### config.mk
export PLATFORM = sky130hd
export DESIGN_NAME = sar_conversion_sequencer
export DESIGN_NICKNAME = d
export VERILOG_FILES = /design/src/sar_sequencer_pkg.sv /design/src/sar_core_if.sv /design/src/sar_sample_array.sv /design/src/sar_conversion_sequencer.sv
export VERILOG_INCLUDE_DIRS = /design/src
export SDC_FILE = /design/constraint.sdc
export NUM_CORES = 1
export LEC_CHECK = 0
export ABC_AREA = 1
export BUFFER_PORTS_ARGS = -buffer_cell sky130_fd_sc_hd__buf_2
export CAP_MARGIN = 0
export CORE_ASPECT_RATIO = 1.75
export CORE_MARGIN = 4
export CORE_UTILIZATION = 50
export DETAILED_ROUTE_END_ITERATION = 8
export GPL_ROUTABILITY_DRIVEN = 0
export PLACE_DENSITY = 0.68
export SYNTH_ARGS = -nofsm -noshare
export SYNTH_HDL_FRONTEND = slang
export SYNTH_SLANG_ARGS = --single-unit
### constraint.sdc
create_clock -name clk_i -period 5.2 [get_ports clk_i]
set_clock_uncertainty 0.15 [all_clocks]
set_input_delay 0.52 -clock clk_i [delete_from_list [all_inputs] [get_ports clk_i]]
set_output_delay 0.52 -clock clk_i [all_outputs]
set_load 0.005 [all_outputs]
### src/sar_sequencer_params.svh
`ifndef SAR_SEQUENCER_PARAMS_SVH
`define SAR_SEQUENCER_PARAMS_SVH
// result width of the converter
`define RESULT_WIDTH 18
// conversion time bounds in ns
`define CONV_MIN_NS 300
`define CONV_MAX_NS 500
// clock period in ns
`define CLK_PERIOD_NS 20
// least conversion time rounds up, longest rounds down
`define CONV_MIN_CYC ((`CONV_MIN_NS + `CLK_PERIOD_NS - 1) / `CLK_PERIOD_NS)
`define CONV_MAX_CYC (`CONV_MAX_NS / `CLK_PERIOD_NS)
// interface clock source selections
`define XFER_SRC_OSC 2'h0
`define XFER_SRC_HOST 2'h1
`define XFER_SRC_MIXED 2'h2
// lfsr reset seed for conversion length jitter
`define JITTER_SEED 4'h9
`endif

### src/sar_sequencer_pkg.sv
package sar_sequencer_pkg;
  // sequencer phases, one-hot
  typedef enum logic [2:0] {
    PH_RESET = 3'b001,
    PH_ACQUIRE = 3'b010,
    PH_CONVERT = 3'b100
  } phase_type;
endpackage : sar_sequencer_pkg

### src/sar_core_if.sv
`include "sar_sequencer_params.svh"
interface sar_core_if;
  // sampling switches closed (tracking)
  logic track;
  // one pulse per successive-approximation step
  logic step;
  // bit weight being resolved this step
  logic [`RESULT_WIDTH-1:0] trial;
  // signed difference held on the array
  logic signed [`RESULT_WIDTH-1:0] held;
  modport seq (output track, output step, output trial, input held);
  modport array (input track, input step, input trial, output held);
endinterface : sar_core_if

### src/sar_sample_array.sv
`include "sar_sequencer_params.svh"
module sar_sample_array #(
  parameter int WIDTH = `RESULT_WIDTH
) (
  // clock and reset
  input wire logic clk_i,
  input wire logic rst_b_i,
  // analog inputs as digitised levels
  input wire logic signed [WIDTH-1:0] analog_in_pos_i,
  input wire logic signed [WIDTH-1:0] analog_in_neg_i,
  // link to sequencer
  sar_core_if.array core
);
  logic signed [WIDTH-1:0] pos_q;
  logic signed [WIDTH-1:0] neg_q;
  logic signed [WIDTH:0] diff;
  logic signed [WIDTH-1:0] sat;
  // each input tracks its own capacitor while switches are closed
  always_ff @(posedge clk_i or negedge rst_b_i) begin
    if (!rst_b_i) begin
      pos_q <= '0;
      neg_q <= '0;
    end else if (core.track) begin
      pos_q <= analog_in_pos_i;
      neg_q <= analog_in_neg_i;
    end
  end
  // difference of held values, clipped to full scale
  assign diff = {pos_q[WIDTH-1], pos_q} - {neg_q[WIDTH-1], neg_q};
  assign sat = (diff[WIDTH] != diff[WIDTH-1]) ?
    {diff[WIDTH], {(WIDTH-1){~diff[WIDTH]}}} : diff[WIDTH-1:0];
  assign core.held = sat;
  // held values must not move while the sequencer steps through the bits
  chk_held_frozen: assert property (@(posedge clk_i) disable iff (!rst_b_i)
    core.step |=> $stable(core.held))
    else $error("held difference moved during conversion");
  chk_trial_onehot: assert property (@(posedge clk_i) disable iff (!rst_b_i)
    core.step |-> $onehot(core.trial))
    else $error("trial weight not a single bit");
endmodule : sar_sample_array

### src/sar_conversion_sequencer.sv
// Summary of operation
// start of conversion captures the positive minus negative input onto the array.
// conversion steps are timed by the internal oscillator enable only.
// inputs stay disconnected from the array for the whole conversion.
// after conversion the array reconnects and acquisition resumes.
// takes reset and start from interface; returns status and result.
// result is two's complement; negative inputs set the top bit.
// conversion length varies but stays within minimum and maximum bounds.
// interface transfers may use oscillator, host clock or both.
// each input sampled separately; conversion resolves positive minus negative.
// a rising start edge moves acquisition to conversion.
// start transitions are ignored while converting.
// status is low during conversion and high when it ends.
// acquisition is entered at power-up, after reset, after each conversion.
// start is synchronised before edge detection to prevent double starts.
`include "sar_sequencer_params.svh"
module sar_conversion_sequencer #(
  parameter int WIDTH = `RESULT_WIDTH,
  parameter int MIN_CYC = `CONV_MIN_CYC,
  parameter int MAX_CYC = `CONV_MAX_CYC
) (
  // clock and reset from interface section
  input wire logic clk_i,
  input wire logic rst_b_i,
  // conversion control from interface section
  input wire logic conversion_start_i,
  input wire logic [1:0] xfer_source_i,
  // analog inputs as digitised levels
  input wire logic signed [WIDTH-1:0] analog_in_pos_i,
  input wire logic signed [WIDTH-1:0] analog_in_neg_i,
  // status and result back to interface section
  output logic conversion_status_o,
  output logic [WIDTH-1:0] result_o,
  output logic convert_phase_o,
  output logic sample_switch_o,
  output logic xfer_use_osc_o,
  output logic xfer_use_host_o
);
  localparam int CW = $clog2(MAX_CYC + 2);
  localparam logic [CW-1:0] MIN_C = CW'(MIN_CYC);
  localparam logic [CW-1:0] MAX_C = CW'(MAX_CYC);
  // shortest picked length leaves one step per result bit plus the cycle that loads the result
  localparam int LO_CYC = (MIN_CYC > WIDTH + 1) ? MIN_CYC : WIDTH + 1;
  localparam logic [CW-1:0] LO_C = CW'(LO_CYC);

  sar_core_if core ();
  sar_sequencer_pkg::phase_type state_q, state_d;
  logic sync1_q, sync2_q, start_prev_q;
  logic [1:0] acq_hist_q;
  logic [CW-1:0] conv_run_q;
  logic [3:0] lfsr_q;
  logic [CW-1:0] cnt_q, len_q;
  logic [WIDTH-1:0] approx_q, trial_q;
  logic osc_en;
  logic start_edge;
  logic conv_done;
  logic [CW-1:0] len_pick;

  // clip a candidate length into the legal window
  function automatic logic [CW-1:0] clamp_len(input logic [CW-1:0] v);
    clamp_len = (v < LO_C) ? LO_C : ((v > MAX_C) ? MAX_C : v);
  endfunction : clamp_len

  sar_sample_array #(.WIDTH(WIDTH)) u_array (
    .clk_i(clk_i),
    .rst_b_i(rst_b_i),
    .analog_in_pos_i(analog_in_pos_i),
    .analog_in_neg_i(analog_in_neg_i),
    .core(core)
  );

  // two-flop synchroniser, edge taken only from second flop
  always_ff @(posedge clk_i or negedge rst_b_i) begin
    if (!rst_b_i) begin
      sync1_q <= 1'b0;
      sync2_q <= 1'b0;
      start_prev_q <= 1'b0;
      acq_hist_q <= 2'h0;
    end else begin
      sync1_q <= conversion_start_i;
      sync2_q <= sync1_q;
      start_prev_q <= sync2_q;
      // phase two edges back, so a pin change made while converting but seen late is refused
      acq_hist_q <= {acq_hist_q[0], state_q == sar_sequencer_pkg::PH_ACQUIRE};
    end
  end

  // decode of phase, edge and completion
  assign osc_en = 1'b1; // internal oscillator ticks every cycle
  assign start_edge = sync2_q & ~start_prev_q & acq_hist_q[1];
  assign conv_done = (state_q == sar_sequencer_pkg::PH_CONVERT) && (cnt_q == len_q);
  assign len_pick = clamp_len(MIN_C + CW'(lfsr_q));
  assign core.track = (state_q == sar_sequencer_pkg::PH_ACQUIRE) && !start_edge;
  assign core.step = (state_q == sar_sequencer_pkg::PH_CONVERT) && osc_en && (trial_q != '0);
  assign core.trial = trial_q;

  // next phase
  always_comb begin
    state_d = state_q;
    case (state_q)
      sar_sequencer_pkg::PH_RESET: state_d = sar_sequencer_pkg::PH_ACQUIRE;
      sar_sequencer_pkg::PH_ACQUIRE: if (start_edge) state_d = sar_sequencer_pkg::PH_CONVERT;
      sar_sequencer_pkg::PH_CONVERT: if (conv_done) state_d = sar_sequencer_pkg::PH_ACQUIRE;
      default: state_d = sar_sequencer_pkg::PH_RESET;
    endcase
  end

  // phase register and length jitter source
  always_ff @(posedge clk_i or negedge rst_b_i) begin
    if (!rst_b_i) begin
      state_q <= sar_sequencer_pkg::PH_RESET;
      lfsr_q <= `JITTER_SEED;
    end else begin
      state_q <= state_d;
      lfsr_q <= {lfsr_q[2:0], lfsr_q[3] ^ lfsr_q[2]};
    end
  end

  // conversion timer, length latched at start
  always_ff @(posedge clk_i or negedge rst_b_i) begin
    if (!rst_b_i) begin
      cnt_q <= '0;
      len_q <= MIN_C;
    end else if (state_q == sar_sequencer_pkg::PH_ACQUIRE && start_edge) begin
      cnt_q <= CW'(1);
      len_q <= len_pick;
    end else if (state_q == sar_sequencer_pkg::PH_CONVERT && osc_en && !conv_done) begin
      cnt_q <= cnt_q + CW'(1);
    end
  end

  // successive approximation on the offset-binary form of the held difference
  always_ff @(posedge clk_i or negedge rst_b_i) begin
    if (!rst_b_i) begin
      approx_q <= '0;
      trial_q <= '0;
    end else if (state_q == sar_sequencer_pkg::PH_ACQUIRE && start_edge) begin
      approx_q <= '0;
      trial_q <= {1'b1, {(WIDTH-1){1'b0}}};
    end else if (core.step) begin
      if ((approx_q | trial_q) <= (core.held ^ {1'b1, {(WIDTH-1){1'b0}}}))
        approx_q <= approx_q | trial_q;
      trial_q <= trial_q >> 1;
    end
  end

  // registered outputs
  always_ff @(posedge clk_i or negedge rst_b_i) begin
    if (!rst_b_i) begin
      conversion_status_o <= 1'b0;
      result_o <= '0;
      convert_phase_o <= 1'b0;
      sample_switch_o <= 1'b0;
      xfer_use_osc_o <= 1'b1;
      xfer_use_host_o <= 1'b0;
    end else begin
      conversion_status_o <= (state_d == sar_sequencer_pkg::PH_ACQUIRE);
      if (conv_done)
        result_o <= approx_q ^ {1'b1, {(WIDTH-1){1'b0}}};
      convert_phase_o <= (state_d == sar_sequencer_pkg::PH_CONVERT);
      sample_switch_o <= (state_d == sar_sequencer_pkg::PH_ACQUIRE);
      xfer_use_osc_o <= (xfer_source_i != `XFER_SRC_HOST);
      xfer_use_host_o <= (xfer_source_i != `XFER_SRC_OSC);
    end
  end

  // length of each conversion as seen on the phase output, for the bound check
  always_ff @(posedge clk_i or negedge rst_b_i) begin
    if (!rst_b_i) begin
      conv_run_q <= '0;
    end else if (convert_phase_o) begin
      conv_run_q <= conv_run_q + CW'(1);
    end else begin
      conv_run_q <= '0;
    end
  end

  // checks
  chk_start_enters_conv: assert property (@(posedge clk_i) disable iff (!rst_b_i)
    (state_q == sar_sequencer_pkg::PH_ACQUIRE && start_edge) |=> convert_phase_o)
    else $error("start edge did not begin conversion");
  chk_status_low_conv: assert property (@(posedge clk_i) disable iff (!rst_b_i)
    convert_phase_o |-> !conversion_status_o)
    else $error("status high during conversion");
  chk_switch_open_conv: assert property (@(posedge clk_i) disable iff (!rst_b_i)
    convert_phase_o |-> !sample_switch_o)
    else $error("inputs connected during conversion");
  chk_conv_len_bound: assert property (@(posedge clk_i) disable iff (!rst_b_i)
    $fell(convert_phase_o) |-> (conv_run_q >= MIN_C) && (conv_run_q <= MAX_C))
    else $error("conversion length out of bounds");
  chk_end_to_acquire: assert property (@(posedge clk_i) disable iff (!rst_b_i)
    $fell(convert_phase_o) |-> sample_switch_o && conversion_status_o)
    else $error("no return to acquisition");
  chk_ignore_start: assert property (@(posedge clk_i) disable iff (!rst_b_i)
    (state_q == sar_sequencer_pkg::PH_CONVERT && !conv_done) |=> state_q == sar_sequencer_pkg::PH_CONVERT)
    else $error("conversion aborted early");
  chk_sign_bit: assert property (@(posedge clk_i) disable iff (!rst_b_i)
    conv_done |=> result_o[WIDTH-1] == $past(core.held[WIDTH-1]))
    else $error("result sign wrong");
  chk_reset_to_acq: assert property (@(posedge clk_i) disable iff (!rst_b_i)
    state_q == sar_sequencer_pkg::PH_RESET |=> state_q == sar_sequencer_pkg::PH_ACQUIRE)
    else $error("reset did not enter acquisition");
  chk_xfer_select: assert property (@(posedge clk_i) disable iff (!rst_b_i)
    xfer_source_i == `XFER_SRC_MIXED |=> xfer_use_osc_o && xfer_use_host_o)
    else $error("mixed transfer clock not selected");
  // late start edges, length window, result hold and completion
  chk_no_stale_start: assert property (@(posedge clk_i) disable iff (!rst_b_i)
    $fell(convert_phase_o) |-> !convert_phase_o [*3])
    else $error("start change during conversion began another");
  chk_track_open_conv: assert property (@(posedge clk_i) disable iff (!rst_b_i)
    (state_q == sar_sequencer_pkg::PH_CONVERT) |-> !core.track)
    else $error("array tracking during conversion");
  chk_result_held: assert property (@(posedge clk_i) disable iff (!rst_b_i)
    !conv_done |=> $stable(result_o))
    else $error("result changed outside conversion end");
  chk_status_at_end: assert property (@(posedge clk_i) disable iff (!rst_b_i)
    conv_done |=> conversion_status_o)
    else $error("status not high after conversion end");
  chk_len_window: assert property (@(posedge clk_i) disable iff (!rst_b_i)
    (state_q == sar_sequencer_pkg::PH_ACQUIRE && start_edge) |=> (len_q >= MIN_C) && (len_q <= MAX_C))
    else $error("picked conversion length out of window");
  chk_sar_complete: assert property (@(posedge clk_i) disable iff (!rst_b_i)
    conv_done |-> (trial_q == '0))
    else $error("conversion ended before all bits resolved");
endmodule : sar_conversion_sequencer

Yosys cells after proc, flatten, opt, wreduce, memory -nomap -nowiden
Index checks and enable logic that the tools add are counted.
{ "totals": {"regBits": 116, "input_bits": 41, "output_inout_bits": 23, "elab_cells": 65} }
{ "op_classes": {"addsub": 3, "order_cmp": 3, "eq_ne": 8, "mux": 13, "n_bitwise": 8, "n_reduce_logical": 13} }
{ "ops": {"columns": ["cell", "count"], "rows": [
  ["18-bit two-way mux", 6],
  ["5-bit two-way mux", 4],
  ["18-bit by 18-bit subtractor with 19-bit output", 1],
  ["18-bit <= comparator", 1],
  ["18-bit OR", 1],
  ["18-bit nonzero test", 1],
  ["3-bit one-hot mux with 3 select lines", 1],
  ["2-bit nonzero test", 4],
  ["3-bit by 2-bit == test with 1-bit output (second input constant)", 2],
  ["3-bit == test (second input constant)", 2],
  ["3-bit two-way mux", 2],
  ["4-bit by 4-bit adder with 5-bit output (first input constant)", 1],
  ["5-bit by 1-bit adder with 5-bit output (second input constant)", 1],
  ["5-bit == test", 1],
  ["5-bit > comparator (second input constant)", 1],
  ["1-bit logical AND", 5],
  ["5-bit < comparator (second input constant)", 1],
  ["1-bit inverter", 4],
  ["3-bit by 1-bit == test with 1-bit output (second input constant)", 1],
  ["1-bit AND", 2],
  ["1-bit logical NOT", 2],
  ["2-bit by 1-bit inequality test with 1-bit output (second input constant)", 1],
  ["2-bit AND reduction", 1],
  ["1-bit inequality test", 1],
  ["1-bit XOR", 1]
]} }

Logic depth before layout (Yosys ltp)
Gate-level depths: netlist of the first run.
{ "depth": {"depth_word": 8, "depth_mapped": 28, "ltp_nobuf": 27} }

By module
A second synthesis of the first run with hierarchy kept.
{ "unflattened": {"hier_cells": 817, "area_unflattened_um2": 6819.0} }
{ "modules_own_cells": {"columns": ["mod", "instances", "cells_per_inst", "area_each_um2", "seq_area_each_um2"], "rows": [
  ["sar_conversion_sequencer", 1, 472, 4105.2, 2011.9],
  ["sar_sample_array", 1, 345, 2713.9, 900.9]
]} }

Worst setup path before layout of the first run
OpenSTA, ideal clock, no wires.
{ "synth_timing": {"path_kind": "register -> register", "start": "register u_array.pos_q[0]", "end": "register approx_q[10]", "setup_time_ps": 66, "arrival_ps": 3152, "required_time_ps": 4984, "setup_slack_ps": 1832, "path_stages_with_launch": 25, "path_buffers": 2, "period_less_slack_ps": 3368, "cell_sequence": "dfrtp_1 inv_1 ha_1 inv_1 fa_1 nand3_1 nand3_2 nand2_2 nand2_2 nand2_2 nand2_4 nand2_4 buf_6 nand2_1 ha_1 nand2_1 inv_1 o21ai_0 nand2_1 a21oi_1 nand3_1 nand2_2 clkbuf_1 nand3_1 nand2_1"} }
{ "synth_between": {"elab_chain_len": 7, "elab_cells_between_ends": 8, "cone_classes": "add/sub (1); order compare (1); eq/ne (1); mux (1); bitwise (2); reduce/logical (2)"} }
{ "synth_rtl": {"columns": ["element", "line", "text"], "rows": [
  ["start: declaration", "sar_sample_array.sv:14", "logic signed [WIDTH-1:0] pos_q;"],
  ["start signal: assignment", "sar_sample_array.sv:24", "pos_q <= analog_in_pos_i;"],
  ["18-bit by 18-bit subtractor with 19-bit output (*)", "sar_sample_array.sv:29", "assign diff = {pos_q[WIDTH-1], pos_q} - {neg_q[WIDTH-1], neg_q};"],
  ["1-bit inequality test", "sar_sample_array.sv:30", "assign sat = (diff[WIDTH] != diff[WIDTH-1]) ?"],
  ["18-bit two-way mux (*)", "sar_sample_array.sv:30", null],
  ["1-bit inverter (no line)", null, null],
  ["18-bit <= comparator (*)", "sar_conversion_sequencer.sv:141", "if ((approx_q | trial_q) <= (core.held ^ {1'b1, {(WIDTH-1){1'b0}}}))"],
  ["2-bit nonzero test (no line) (*)", null, null],
  ["2-bit AND reduction (no line) (*)", null, null],
  ["end signal: assignment", "sar_conversion_sequencer.sv:142", "approx_q <= approx_q | trial_q;"],
  ["end: declaration", "sar_conversion_sequencer.sv:53", "logic [WIDTH-1:0] approx_q, trial_q;"]
]} }
Every way passes the cells marked *; elsewhere a longest branch is shown, timed or not.
A chain may end at the register's enable or synchronous reset.

Worst setup path after layout of the first run
{ "layout_timing": {"start": "register u_array.pos_q[0]", "end": "register approx_q[11]"} }
Same word-level chain as after synthesis.

==> results.yml, run 1 <==
sta:
  drv_slew: 0
  finalSetupTns_ns: 0
  fmax_ghz: 0.255
  worst_slack_ns: 1.27
  min_period_ns: 3.93
  slew_headroom_pct: 32.2
  setup_viol_count_final: 0
  hold_viol_final: 0
  worst_slew_pin_slew_ns: 1.01
  final.period_utilization_pct: 75.6
  rsz0062_at_grt: "no"
  whs_ns: 0.0710
route:
  drtIter0Drc: 177
  drc: 0
  viasPerCell: 5.18
  wl_per_cell_um: 13.6
  antenna_left: 0
  first_pass_iters: 5
  vias: 5316
  wirelength_um: 13900
clock_network:
  path_clk_slew_ns: 0.05
  cts_tree: "built"
  insertion_delay_ns: 0.42
  post_cts.repair.setup_buffers: 0
  cts.sinks: 116
  root_buffer: "clkbuf_16"
  clockBufferDepth: 2
  cts_buffers: 17
  ctsHtreeMaxLevel: 4
  cts-hold-fix-buffers: 0
  cts_resized: 0
worst_hold_path:
  hp-class: "in2reg"
  holdPathStages: 1
  min_from: "conversion_start_i"
  min_to: "sync1_q"
logic_synthesis:
  syn_nets: 863
  ys.warnings.count: 0
  yosysSeqAreaShare_pct: 45.0
  syn_area_per_cell_um2: 8.28
  yosys_register_bits: 116
  yosys.cell_types.count: 40
  synthCells: 781
  syn-cell-area_um2: 6470
die:
  die_w_um: 94.0
  start_util_pct: 51.5
  coreArea_um2: 12600
  ios: 64
  die_area_um2: 14900
  fp-row-count: 54
  dieHeight_um: 158
power:
  p_per_area_nw_per_um2: 693
  seq_power_share_pct: 23.2
  switching_share_pct: 43.5
  power_frac_clock_pct: 22.8
  p_sw_w: 0.00227
  p_int_w: 0.00294
  ir_drop_v: 0.000421
  p_leak_nw: 4.00
  p_comb_share_pct: 54.0
global_route:
  grt_pass1_wl_um: 24600
  use_met2_pct: 38.1
  antenna_found_initial: 0
  grtUsageTotal_pct: 20.8
  busiest_layer: "met2"
  use_met3_pct: 4.21
  grt_pass1_vias: 5456
  grt_max_degree: 77
  globalRoute.totalOverflow: 0
  met1_usage_pct: 23.2
placed_design:
  dp_slack_ns: 1.32
  dp_hpwl_um: 10500
  place.port_buffers: 63
setup_path:
  r2r-end: "approx_q[11]"
  rr_worst_depth: 21
  cp.required_ns: 5.40
  reg2reg_slack_ns: 1.27
  cp.arrival_ns: 4.12
  path_class: "reg2reg"
  cp-start-kind: "register"
  regToRegStartpoint: "u_array.pos_q[0]"
  end_kind: "register"
  cp_max_fo: 19
finish:
  final_common_cell: "nand2_1"
  mostFrequentLayoutCells: "187 x nand2_1, 108 x dfrtp_1, 97 x inv_1, 62 x buf_2, 61 x a21oi_1"
  fin_nets: 927
  diodes: 0
  layout-drive-gt1-share_pct: 18.1
  synthToLayoutAreaGrowth_pct: 16.2
flow_run:
  max_cap_violations: 0
status:
  status: "finished clean"
-- worst max path at each step --
stage,endpoint,slack [ns],startpoint
2_1_floorplan,approx_q[10],1.83,u_array.pos_q[0]
3_3_place_gp,approx_q[5],1.48,u_array.pos_q[0]
3_5_place_dp,approx_q[3],1.32,u_array.pos_q[0]
4_1_cts,approx_q[11],1.25,u_array.pos_q[0]
5_1_grt,approx_q[3],0.81,u_array.pos_q[0]
6_report,approx_q[11],1.27,u_array.pos_q[0]
-- power by group through the flow --
stage	clock (W)	combinational, W	sequential [W]
final	0.00119	0.00282	0.00121
after global routing	0.00125	0.00327	0.00123
after CTS	0.00121	0.00283	0.00121
after detailed placement	0	0.00281	0.00122
after global placement	0	0.00271	0.00122
after floorplan	0	0.00228	0.00120
-- Yosys cell counts, drive strengths merged --
| cell type | instances | share of area (%) |
|---|---|---|
| a21boi | 1 | 0.12 |
| a21o | 2 | 0.23 |
| a21oi | 67 | 5.5 |
| a22oi | 1 | 0.12 |
| a31oi | 1 | 0.097 |
| and2 | 2 | 0.19 |
| buf | 12 | 1.1 |
| clkbuf | 11 | 0.64 |
| dfrtp | 108 | 42 |
| dfstp | 8 | 3.2 |
| fa | 1 | 0.31 |
| ha | 40 | 7.7 |
| inv | 97 | 5.6 |
| mux2 | 18 | 3.1 |
| nand2 | 201 | 12 |
| nand3 | 60 | 5.0 |
| nand3b | 3 | 0.35 |
| nand4 | 7 | 0.68 |
| nor2 | 52 | 3.4 |
| nor3 | 10 | 0.85 |
| nor4 | 3 | 0.29 |
| o211a | 1 | 0.15 |
| o21a | 2 | 0.23 |
| o21ai | 48 | 3.7 |
| o21bai | 3 | 0.35 |
| o31ai | 2 | 0.23 |
| or2 | 3 | 0.29 |
| xnor2 | 11 | 1.5 |
| xor2 | 6 | 0.81 |
-- state kept, by name, indices dropped and copies added, names as in the netlist, 2 cells and up --
signal	cells
lfsr_q	4
acq_hist_q	2
state_q	3
core.trial	18
cnt_q	5
approx_q	18
u_array.neg_q	18
result_o	18
len_q	5
u_array.pos_q	18
-- layer usage --
| metal | wire length (µm) | up-vias |
|---|---|---|
| met5 | 0 | - |
| met4 | 322 | 0 |
| met3 | 378 | 33 |
| met2 | 7610 | 104 |
| met1 | 5630 | 2508 |
| li1 | - | 2671 |
-- cells by family after synthesis --
logic type	share of synthesized area, %
and+or+nand+nor	23.4
AOI/OAI and AO/OA	10.8
buffers and inverters	7.37
DFF	45.0
adders and majority gates	8.04
muxes	3.13
xor gates and xnor gates	2.30
-- stage by stage --
step / cells / area (µm²) / total power (W) / util [%]
3_3_place_gp: 994 / 6930 / 0.00393 / 55.1
4_1_cts: 1026 / 7520 / 0.00525 / 59.8
2_1_floorplan: 781 / 6470 / 0.00347 / -
6_report: 1026 / 7520 / 0.00521 / 59.8
3_5_place_dp: 994 / 6930 / 0.00403 / 55.1
5_1_grt: 1026 / 7520 / 0.00575 / 59.8
-- layout make-up --
class | count | area, µm²
clock buffer | 22 | 464
clock inverter | 10 | 131
fill | 1162 | 5050
inverter | 97 | 364
multi-input combinational | 545 | 3080
sequential | 116 | 2910
tap | 168 | 210
timing repair buffer | 68 | 355
-- critical path, stage by stage (launching register included) --
cell and delay, ns:
dfrtp_1 0.37, inv_1 0.08, ha_1 0.17, inv_1 0.09
fa_1 0.44, nand3_1 0.14, nand3_2 0.12, nand2_2 0.10
nand2_2 0.06, nand2_2 0.08, nand2_4 0.07, nor2_4 0.25
a21oi_1 0.08, ha_1 0.30, nand2_1 0.10, nor3_1 0.29
nand4_1 0.13, nand3_1 0.11, nand2_2 0.22, nand2_2 0.35
nand2_1 0.09, nand2_1 0.07
Power figures use the tool's default switching activity.
==> run 2, diff against run 1 <==
==> constraint.sdc (replaced) <==
create_clock -name clk_i -period 4.05 [get_ports clk_i]
set_clock_uncertainty 0.15 [all_clocks]
set_input_delay 0.405 -clock clk_i [delete_from_list [all_inputs] [get_ports clk_i]]
set_output_delay 0.405 -clock clk_i [all_outputs]
set_load 0.005 [all_outputs]
==> run 2 against run 1 <==
Sequential share of layout area fell by 0.17 points. First-iteration DRC count rose by 4.5%. Combinational power rose by 30%. Routed wire length fell by 1.0%. Global-route usage fell by 0.68 points. Core utilization rose by 0.26 points. Non-clock buffer count rose by 5. Critical path depth rose by 2. Cell count rose by 0.39%. Largest cell class unchanged.
==> results.yml, run 2 (synthesis gave the netlist of run 1 again) <==
status:
  status: "finished clean"
worst_hold_path:
  hp-class: "in2reg"
clock_network:
  cts_tree: "built"
  cts_buffers: 17
  post_cts.repair.setup_buffers: 0
  root_buffer: "clkbuf_16"
  insertion_delay_ns: 0.41
  cts.sinks: 116
  clockBufferDepth: 2
  path_clk_slew_ns: 0.05
  ctsHtreeMaxLevel: 4
finish:
  fill_cells: 1142
  layout-drive-gt1-share_pct: 18.2
  final_common_cell: "nand2_1"
  synthToLayoutAreaGrowth_pct: 16.7
  area.sequential_um2: 2910
  final_cells: 1030
  mostFrequentLayoutCells: "187 x nand2_1, 108 x dfrtp_1, 97 x inv_1, 62 x buf_2, 61 x a21oi_1"
  diodes: 0
  multi_input_area_um2: 3090
  fin_nets: 932
route:
  drtIter0Drc: 185
  highest_layer: "met4"
  antenna_left: 0
  viasPerCell: 5.14
  wl_met1_um: 5340
  wl_per_cell_um: 13.4
  drc: 0
  vias: 5297
  wl_met2_um: 7610
  first_pass_iters: 5
  wirelength_um: 13800
  wl_met3_um: 492
sta:
  drv_slew: 0
  setup_viol_count_final: 0
  hold_viol_final: 0
  min_period_ns: 3.65
  worst_slew_pin_slew_ns: 1.01
  fmax_ghz: 0.274
  finalSetupTns_ns: 0
  whs_ns: 0.0411
  slew_headroom_pct: 32.7
  final.period_utilization_pct: 90.1
  rsz0062_at_grt: "no"
setup_path:
  end_kind: "register"
  crit_buf_inv: 4
  cp-start-kind: "register"
  crit_family: "simple AND/OR/NAND/NOR gates"
  max_stage_delay_ns: 0.45
  worst-path-stages: 23
  path_class: "reg2reg"
  crit_path_top_delay_cell: "fa_1"
  cp_max_fo: 17
  reg2reg_slack_ns: 0.40
  cp.required_ns: 4.20
  r2r-end: "approx_q[11]"
  rr_worst_depth: 23
  cp-endpoint: "approx_q[11]"
  cp.arrival_ns: 3.79
  path_cells: "inv_1 > ha_1 > inv_1 > fa_1 > nand3_1 > nand3_2 > nand2_2 > nand2_2 > nand2_2 > nand2_4 > nand2_4 > nand2_1 > ha_1 > nand2_1 > inv_1 > nand3_1 > nor3_1 > nand4_1 > nand3_1 > nand2_2 > buf_4 > nand3_1 > nand2_1"
  regToRegStartpoint: "u_array.pos_q[0]"
  startpoint: "u_array.pos_q[0]"
global_route:
  grt_pass1_vias: 5324
  grtUsageTotal_pct: 20.1
  globalRoute.totalOverflow: 0
  grt_max_degree: 65
  grt_pass1_wl_um: 23800
  antenna_found_initial: 0
flow_run:
  max_cap_violations: 0
placed_design:
  dp_hpwl_um: 10500
  place.port_buffers: 63
  placed_cells_incl_taps: 996
die:
  dieHeight_um: 158
  die_area_um2: 14900
  coreArea_um2: 12600
  start_util_pct: 51.5
  ios: 64
  fp-row-count: 54
  die_w_um: 94.0
power:
  p_leak_nw: 4.01
  ir_drop_v: 0.000532
  p_per_area_nw_per_um2: 882
## run 2: repair_timing
| item | 4_1_cts | 5_1_grt |
|---|---|---|
| hold buffers | 3 | 0 |
| setup endpoints to repair | 0 | 11 |
| gates resized for setup | 0 | 1 |
| endpoints found under the hold margin | 56 | 0 |
## run 2: worst min path at each step
stage,start,endpoint,slack [ns],cells past startpoint
6_report,xfer_source_i[1],xfer_use_osc_o,0.04,3
5_1_grt,xfer_source_i[1],xfer_use_osc_o,0.02,3
4_1_cts,xfer_source_i[1],xfer_use_osc_o,0.03,3
3_5_place_dp,acq_hist_q[0],acq_hist_q[1],0.20,0
3_3_place_gp,acq_hist_q[0],acq_hist_q[1],0.19,0
2_1_floorplan,rst_b_i,acq_hist_q[0],-0.04,0
## run 2: cell type report
type | count | area share, %
clock buffers | 22 | 6.28
repair buffers | 73 | 5.30
flip-flops and latches | 116 | 38.6
clock inverters | 9 | 1.37
inverters | 97 | 4.82
well taps | 168 | 2.78
multi-input cells | 545 | 40.9
## run 2: per-stage QoR
stage	utilization, %	setup WS (ns)	power, W	area (µm²)
global placement	55.2	0.477	0.00508	6940
detailed placement	55.2	0.337	0.00521	6940
global route	60.1	0.0722	0.00733	7550
finish	60.1	0.401	0.00666	7550
floorplan	-	0.682	0.00446	6470
CTS	60.1	0.344	0.00671	7550
## run 2: power by group
part	internal, W	total (W)	switching (W)
sequential	0.00143	0.00155	0.000124
combinational	0.00138	0.00366	0.00227
clock	0.000946	0.00145	0.000508
total	0.00376	0.00666	0.00291
## run 2: metal layers
| layer | vias to the layer above | GRT usage, % |
|---|---|---|
| met2 | 108 | 37.5 |
| met3 | 29 | 4.49 |
| li1 | 2676 | - |
| met5 | - | 0 |
| met1 | 2484 | 21.6 |
| met4 | 0 | 8.33 |
## run 2: worst register-to-register path, stage by stage, from the launching register on
cell	delay [ns]
dfrtp_1	0.35
inv_1	0.07
ha_1	0.17
inv_1	0.09
fa_1	0.45
nand3_1	0.13
nand3_2	0.11
nand2_2	0.10
nand2_2	0.06
nand2_2	0.08
nand2_4	0.08
nand2_4	0.17
nand2_1	0.09
ha_1	0.30
nand2_1	0.06
inv_1	0.06
nand3_1	0.09
nor3_1	0.19
nand4_1	0.12
nand3_1	0.10
nand2_2	0.15
buf_4	0.22
nand3_1	0.08
nand2_1	0.07
